## src/rtl/mcs_pkg.sv

```systemverilog
// Shared constants and types for the module clock and state default block
package mcs_pkg;

  // Slot index, state and PLL field widths, and slot count limits
  localparam int SLOT_IDX_W = 6;
  localparam int STATE_W = 2;
  localparam int PLL_MULT_W = 6;
  localparam int PLL_DIV_W = 5;
  localparam int MIN_SLOTS = 40;
  localparam int MAX_SLOTS = 64;

  // Module slot states as reported in the status state field
  localparam logic [1:0] ST_SOFT_RESET_DISABLED = 2'h0;
  localparam logic [1:0] ST_SYNCHRONOUS_RESET = 2'h1;
  localparam logic [1:0] ST_DISABLED = 2'h2;
  localparam logic [1:0] ST_ENABLED = 2'h3;

  // Slot groups that default to the soft-reset-disabled state
  localparam int GRP_A_LO = 2;
  localparam int GRP_A_HI = 9;
  localparam int GRP_B_LO = 11;
  localparam int GRP_B_HI = 13;
  localparam int GRP_C_LO = 15;
  localparam int GRP_C_HI = 20;
  localparam int GRP_D_LO = 23;
  localparam int GRP_D_HI = 28;

  // Slots with their own default
  localparam int SLOT_ASYNC_PORT = 14;
  localparam int SLOT_CPU = 39;

  // Interface-mode pin codes for the async memory port slot
  localparam logic [2:0] AEM_OFF = 3'h0;
  localparam logic [2:0] AEM_MODE_A = 3'h2;
  localparam logic [2:0] AEM_MODE_B = 3'h5;

  // Reset values of a PLL controller setting
  localparam logic [PLL_MULT_W-1:0] PLL_MULT_RST = 6'h01;
  localparam logic [PLL_DIV_W-1:0] PLL_DIV_RST = 5'h01;

  // One PLL controller setting: locked selects PLL mode, else bypass
  typedef struct packed {
    logic locked;
    logic [PLL_MULT_W-1:0] mult;
    logic [PLL_DIV_W-1:0] div;
  } mcs_pll_cfg_t;

  // Boot sequencing states
  typedef enum logic [0:0] {
    BOOT_SETUP,
    RUNNING
  } mcs_phase_t;

endpackage

```

## src/rtl/mcs_top.sv

```systemverilog
// Reset-default clock setup and module slot state controller
//
// Behaviour
// - Reset leaves both PLL controllers in bypass on the input clock.
// - Quick boot locks the first PLL at a preset ratio on leaving reset.
// - Each slot holds one of four states that drive its clock and reset.
// - Reset: slots 2-9,11-13,15-20,23-28 soft-reset-disabled, 39 enabled.
// - Slot 14 resets soft-reset-disabled for pins 000b, else enabled.
// - The quick-boot strap sampled at reset decides the boot PLL mode.
`timescale 1ns/1ps
module mcs_top #(
  parameter int NUM_SLOTS = 40,
  parameter logic [mcs_pkg::PLL_MULT_W-1:0] BOOT_MULT = 6'h0A,
  parameter logic [mcs_pkg::PLL_DIV_W-1:0] BOOT_DIV = 5'h01
) (
  input wire logic i_mclk, // 100 MHz device input clock
  input wire logic i_srst, // Global reset, sync, active high
  input wire logic i_quick_boot, // Quick-boot strap
  input wire logic [2:0] i_async_if_mode_pins, // Interface-mode straps
  input wire logic i_pll1_wr, // Load first PLL setting
  input wire mcs_pkg::mcs_pll_cfg_t i_pll1_cfg, // New first PLL setting
  input wire logic i_pll2_wr, // Load second PLL setting
  input wire mcs_pkg::mcs_pll_cfg_t i_pll2_cfg, // New second PLL setting
  input wire logic i_slot_wr, // Slot state write strobe
  input wire logic [mcs_pkg::SLOT_IDX_W-1:0] i_slot_idx, // Target slot
  input wire logic [1:0] i_slot_state, // Requested slot state
  output logic o_boot_busy, // Writes ignored while high
  output mcs_pkg::mcs_pll_cfg_t o_pll_controller_one, // First PLL
  output mcs_pkg::mcs_pll_cfg_t o_pll_controller_two, // Second PLL
  output logic [2*NUM_SLOTS-1:0] o_slot_status_state, // Per-slot state
  output logic [NUM_SLOTS-1:0] o_slot_clk_en, // Per-slot clock on
  output logic [NUM_SLOTS-1:0] o_slot_rst_n // Per-slot reset, low
);

  ////////////////////////////////////////////////////////////////////////////
  // Elaboration check

  // Slot 39 must exist and the index port must reach every slot
  if (NUM_SLOTS < mcs_pkg::MIN_SLOTS || NUM_SLOTS > mcs_pkg::MAX_SLOTS) begin
    $error("mcs_top: NUM_SLOTS out of range");
  end

  ////////////////////////////////////////////////////////////////////////////
  // Slot decode functions

  // True where a module sits behind the slot
  function automatic logic slot_present(input int idx);
    logic hit;
    hit = (idx >= mcs_pkg::GRP_A_LO && idx <= mcs_pkg::GRP_A_HI) ||
          (idx >= mcs_pkg::GRP_B_LO && idx <= mcs_pkg::GRP_B_HI) ||
          (idx >= mcs_pkg::GRP_C_LO && idx <= mcs_pkg::GRP_C_HI) ||
          (idx >= mcs_pkg::GRP_D_LO && idx <= mcs_pkg::GRP_D_HI) ||
          (idx == mcs_pkg::SLOT_ASYNC_PORT) ||
          (idx == mcs_pkg::SLOT_CPU);
    return hit;
  endfunction

  // Default state of a present slot for the given mode pins
  function automatic logic [1:0] slot_default(input int idx,
                                              input logic [2:0] aem);
    logic [1:0] st;
    st = mcs_pkg::ST_SOFT_RESET_DISABLED;
    if (idx == mcs_pkg::SLOT_CPU) begin
      st = mcs_pkg::ST_ENABLED;
    end else if (idx == mcs_pkg::SLOT_ASYNC_PORT) begin
      // Reserved pin codes are treated like the two valid modes
      st = (aem == mcs_pkg::AEM_OFF) ? mcs_pkg::ST_SOFT_RESET_DISABLED
                                     : mcs_pkg::ST_ENABLED;
    end
    return st;
  endfunction

  ////////////////////////////////////////////////////////////////////////////
  // Strap capture and boot phase

  logic qb_strap_ff;
  logic [2:0] aem_strap_ff;
  mcs_pkg::mcs_phase_t phase_ff;
  mcs_pkg::mcs_phase_t nxt_phase;
  logic run_ok;

  // Straps follow the pins during reset and freeze at release
  always_ff @(posedge i_mclk) begin
    if (i_srst) begin
      qb_strap_ff <= i_quick_boot;
      aem_strap_ff <= i_async_if_mode_pins;
    end
  end

  // One setup cycle after reset lets boot code act before software
  always_comb begin
    nxt_phase = phase_ff;
    unique case (phase_ff)
      mcs_pkg::BOOT_SETUP: nxt_phase = mcs_pkg::RUNNING;
      mcs_pkg::RUNNING: nxt_phase = mcs_pkg::RUNNING;
    endcase
  end

  always_ff @(posedge i_mclk) begin
    if (i_srst) begin
      phase_ff <= mcs_pkg::BOOT_SETUP;
    end else begin
      phase_ff <= nxt_phase;
    end
  end

  assign run_ok = (phase_ff == mcs_pkg::RUNNING) && !i_srst;
  assign o_boot_busy = !run_ok;

  ////////////////////////////////////////////////////////////////////////////
  // PLL controllers

  mcs_pkg::mcs_pll_cfg_t pll1_ff;
  mcs_pkg::mcs_pll_cfg_t pll2_ff;
  mcs_pkg::mcs_pll_cfg_t pll_rst;
  mcs_pkg::mcs_pll_cfg_t pll_boot;
  mcs_pkg::mcs_pll_cfg_t nxt_pll1;
  mcs_pkg::mcs_pll_cfg_t nxt_pll2;
  logic boot_lock;

  assign pll_rst = '{locked: 1'b0, mult: mcs_pkg::PLL_MULT_RST,
                     div: mcs_pkg::PLL_DIV_RST};
  assign pll_boot = '{locked: 1'b1, mult: BOOT_MULT, div: BOOT_DIV};

  // Quick boot locks only the first PLL; the second stays in bypass
  assign boot_lock = (phase_ff == mcs_pkg::BOOT_SETUP) && qb_strap_ff;
  assign nxt_pll1 = boot_lock ? pll_boot :
                    (run_ok && i_pll1_wr) ? i_pll1_cfg : pll1_ff;
  assign nxt_pll2 = (run_ok && i_pll2_wr) ? i_pll2_cfg : pll2_ff;

  // Reset forces bypass on both controllers
  always_ff @(posedge i_mclk) begin
    if (i_srst) begin
      pll1_ff <= pll_rst;
      pll2_ff <= pll_rst;
    end else begin
      pll1_ff <= nxt_pll1;
      pll2_ff <= nxt_pll2;
    end
  end

  assign o_pll_controller_one = pll1_ff;
  assign o_pll_controller_two = pll2_ff;

  ////////////////////////////////////////////////////////////////////////////
  // Module slots

  localparam int IDX_W = mcs_pkg::SLOT_IDX_W;

  // Absent slots hold no flops, so a stray write cannot wake them
  for (genvar g = 0; g < NUM_SLOTS; g++) begin : g_slot
    logic [1:0] st;
    if (slot_present(g)) begin : g_live
      logic [1:0] state_ff;
      logic [1:0] nxt_state;
      logic wr_hit;
      logic [1:0] rst_state;
      assign wr_hit = run_ok && i_slot_wr &&
                      (i_slot_idx == IDX_W'(g));
      assign rst_state = slot_default(g, i_async_if_mode_pins);
      assign nxt_state = wr_hit ? i_slot_state : state_ff;
      always_ff @(posedge i_mclk) begin
        if (i_srst) begin
          state_ff <= rst_state;
        end else begin
          state_ff <= nxt_state;
        end
      end
      assign st = state_ff;
    end else begin : g_absent
      assign st = mcs_pkg::ST_DISABLED;
    end
    assign o_slot_status_state[2*g +: 2] = st;
    // Clock runs in enabled and sync reset; reset held in both reset states
    assign o_slot_clk_en[g] = (st == mcs_pkg::ST_ENABLED) ||
                              (st == mcs_pkg::ST_SYNCHRONOUS_RESET);
    assign o_slot_rst_n[g] = (st == mcs_pkg::ST_ENABLED) ||
                             (st == mcs_pkg::ST_DISABLED);
  end

  // Helpers for the slot write check: last cycle's index and state
  logic [mcs_pkg::SLOT_IDX_W-1:0] wr_idx_ff;
  logic [1:0] wr_state_ff;
  logic [1:0] wr_slot_now;
  logic wr_live;
  always_ff @(posedge i_mclk) begin
    wr_idx_ff <= i_slot_idx;
    wr_state_ff <= i_slot_state;
  end
  // Only read after a live write, so the index is always in range
  assign wr_slot_now = o_slot_status_state[2*wr_idx_ff +: 2];
  assign wr_live = run_ok && i_slot_wr && (int'(i_slot_idx) < NUM_SLOTS) &&
                   slot_present(int'(i_slot_idx));
endmodule

```

## config.mk

```make
export PLATFORM = sky130hd
export DESIGN_NAME = mcs_top
export DESIGN_NICKNAME = d
export VERILOG_FILES = /design/src/rtl/mcs_pkg.sv /design/src/rtl/mcs_top.sv
export SDC_FILE = /design/constraint.sdc
export NUM_CORES = 1
export LEC_CHECK = 0
export BUFFER_PORTS_ARGS = -buffer_cell sky130_fd_sc_hd__buf_2
export CORE_UTILIZATION = 47
export DETAILED_ROUTE_END_ITERATION = 10
export PLACE_DENSITY_LB_ADDON = 0.15
export SETUP_SLACK_MARGIN = 0.02
export SYNTH_ARGS = -nofsm -noshare
export SYNTH_HDL_FRONTEND = slang
export SYNTH_SLANG_ARGS = --single-unit
```

## constraint.sdc

```tcl
create_clock -name i_mclk -period 2.3 [get_ports i_mclk]
set_clock_uncertainty 0.2 [all_clocks]
set_input_delay 0.46 -clock i_mclk [delete_from_list [all_inputs] [get_ports i_mclk]]
set_output_delay 0.46 -clock i_mclk [all_outputs]
set_load 0.03 [all_outputs]
```

==> reports/results.txt <==
Status - complete, no violations
Setup violators final - 0
Sw Ratio - 30.7%
Largest net degree at the start of global routing - 28
CP Buf/Inv Count - 3
Post-synthesis sequential area ratio - 42.2%
H-tree depth - 3
CTS tree - done
Slowest CP cell - buf_2
Period Utilization, post-route - 85.0%
Setup crit start kind - input port
DRT iter0 DRCs - 116
Via/cell ratio - 4.78
Clock Path Buffers - 2
Setup TNS Final - 0 ns
Diodes inserted - 0
Drt total wl - 8470 microns
FILL cells - 708
GRT Resource Usage Total - 20.5%
WHS - 0.0917 ns
Pins Over Slew Limit - 0
Power per cell area - 621 nW/um^2
Clock network power share - 34.2%
GP Congestion - 0.751
Mean routed wirelength per cell - 13.4 microns
Layout cell share with drive strength beyond 1 - 38.7%
Antenna Nets Post-Route - 0
Post-CTS Setup Bufs - 0
First-pass GRT wire length - 13400 microns
Max-slew headroom - 54.5%
Count of state elements after synthesis - 76
Root buf cell - clkbuf_8
HP Class - input port to flip-flop
Critical path endpoint category - output pin
Multi-input logic area - 1580 sq um
Ys Warns - 0
Post-CTS Hold Fix Bufs - 0
Worst setup margin - 0.345 ns
Tmin final - 1.96 ns
Int Pwr - 1.87 mW
GRT overflow - 0
Core Util, Final - 58.5%
Drt pass-1 iters - 4
Leak pwr - 2.42 nW
Max cap viols - 0
# resized after CTS - 0
Delay-heaviest family, CP - buffers and inverters
FP Rows - 31
Initial antenna violation count - 0
Syn Inst Count - 420
IO buf count - 165
Reg clk slew, reported paths - 0.07 ns
Synth Flop Type - dfxtp_1
Avg Cell Area, Syn - 8.76 sq um
Most used cell, CP - buf_2
Layout area overhead - 17.9%
Post-synth EDFFs - 3
WS Path Type - input port to output pin
Nets - 571
Total core area - 7410 sq um
Reg area - 1550 sq um
Least-Margin Pin Slew - 0.663 ns
Vias in the first global route - 2711
Via Count - 3029
CTS Sinks - 76
Chip height - 90.5 microns
NetSw - 0.827 mW
CP max stage delay - 0.31 ns
Remaining DRCs - 0
Cell Chain, Critical Path - buf_2 -> inv_2 -> nand2_1 -> buf_2
Ys async rst share - 0%
Worst Path Required - 1.64 ns
CP max FO - 19
Num CTS Buffers - 9
Skew-Pair Late Insertion Delay - 0.34 ns
Comb pwr share - 15.0%
Final HPWL DP - 6360 microns
Die X - 90.5 microns
Worst slack, placed - 0.284 ns
Ports - 226
Mapped Area - 3680 sq um
Max IR drop VDD - 338 uV
Fmax - 0.511 GHz
Final hold violation count - 0
Die area - 8180 sq um
RSZ-0062 raised after global routing - no
Seq pwr share - 50.8%
Count of cell types in the netlist - 38
Arrival @ worst endpoint - 1.30 ns
Starting Density - 49.7%
## worst reg2reg max path, delay by kind of cell, from the launching register on
kind | cells | cell delay, ns
muxes | 1 | 0.58
DFF | 1 | 0.44
buffers and inverters | 1 | 0.18
AOI/OAI and AO/OA | 1 | 0.16
and+or+nand+nor | 1 | 0.12
## sequential cells by signal, summed over array words and instances, names as in the netlist
register / count
g_slot.g_live.state_ff: 50
o_pll_controller_one: 12
o_pll_controller_two: 12
phase_ff: 1
qb_strap_ff: 1
## per-stage QoR
stage | power, mW | cells | area (sq um)
CTS | 2.71 | 634 | 4340
global placement | 1.80 | 618 | 4160
floorplan | 1.78 | 478 | 3900
detailed placement | 1.80 | 618 | 4160
finish | 2.69 | 634 | 4340
global route | 2.79 | 634 | 4340
## cell usage after synthesis (2+ instances only)
master    count  area [sq um]
dfxtp_1      73          1460
nand2_1      70           263
buf_4        61           458
clkbuf_1     61           229
mux2i_1      45           450
nand3_1      19          95.1
nor2_1       16          60.1
o21ai_0      12          60.1
buf_2        10          50.1
a22oi_1       7          52.6
nor4b_2       4          60.1
edfxtp_1      3          90.1
o221a_2       3          33.8
and2_1        2          12.5
and3b_1       2          17.5
and4bb_2      2          25.0
buf_6         2          22.5
conb_1        2          7.51
nor2b_1       2          12.5
nor4_1        2          12.5
o21ai_1       2          10.0
o311ai_0      2          17.5
o311ai_1      2          17.5
o41ai_1       2          17.5
## cells by family after synthesis
family | count (synthesis) | share of synthesized area, %
buffers and inverters | 135 | 20.7
AOI/OAI and AO/OA | 32 | 6.12
other | 2 | 0.204
DFF | 76 | 42.2
and+or+nand+nor | 129 | 18.2
muxes | 46 | 12.6
## cells in the final DEF (no fill, tap or decap), types with 3 or more instances in the layout
cell type    n
clkinv_2     3
a22oi_1      7
nand2_1     70
o21ai_0     12
dfxtp_1     73
clkbuf_8    10
buf_4       10
o221a_2      3
nand3_1     19
nor4b_2      4
mux2i_1     45
nor2_1      16
buf_2      165
edfxtp_1     3
conb_1      60
## area by class of cell
cell class / count / share of cell area, %
multi-input cells: 267 / 36.5
flip-flops and latches: 76 / 35.8
repair buffers: 175 / 20.8
clock buffers: 10 / 3.17
well taps: 99 / 2.86
clock inverters: 6 / 0.866
inverters: 1 / 0.0866
## per-layer routing
| layer | share of wire [%] | vias up | track usage, % |
|---|---|---|---|
| met1 | 43 | 1425 | 24.8 |
| met2 | 50 | 137 | 36.0 |
| met5 | 0 | - | 0 |
| met4 | 1.2 | 0 | 6.85 |
| met3 | 6.0 | 10 | 4.21 |
| li1 | - | 1457 | - |
## worst paths after layout
path                                               from                 endpoint  slack (ns)  cells past startpoint
worst max-delay path                             i_srst              o_boot_busy        0.34                      4
worst min-delay path                       i_quick_boot              qb_strap_ff        0.09                      1
worst min register to register  o_pll_controller_two[9]  o_pll_controller_two[9]        0.26                      2
worst max register to register                 phase_ff  o_pll_controller_one[7]        0.56                      4
## power by group through the flow
stage | registers [mW] | logic, mW | clock network (mW)
after global routing | 1.37 | 0.427 | 0.988
after global placement | 1.40 | 0.399 | 0
after floorplan | 1.45 | 0.329 | 0
after CTS | 1.37 | 0.402 | 0.939
final | 1.37 | 0.404 | 0.920
after detailed placement | 1.40 | 0.402 | 0
Power figures use the tool's default switching activity.
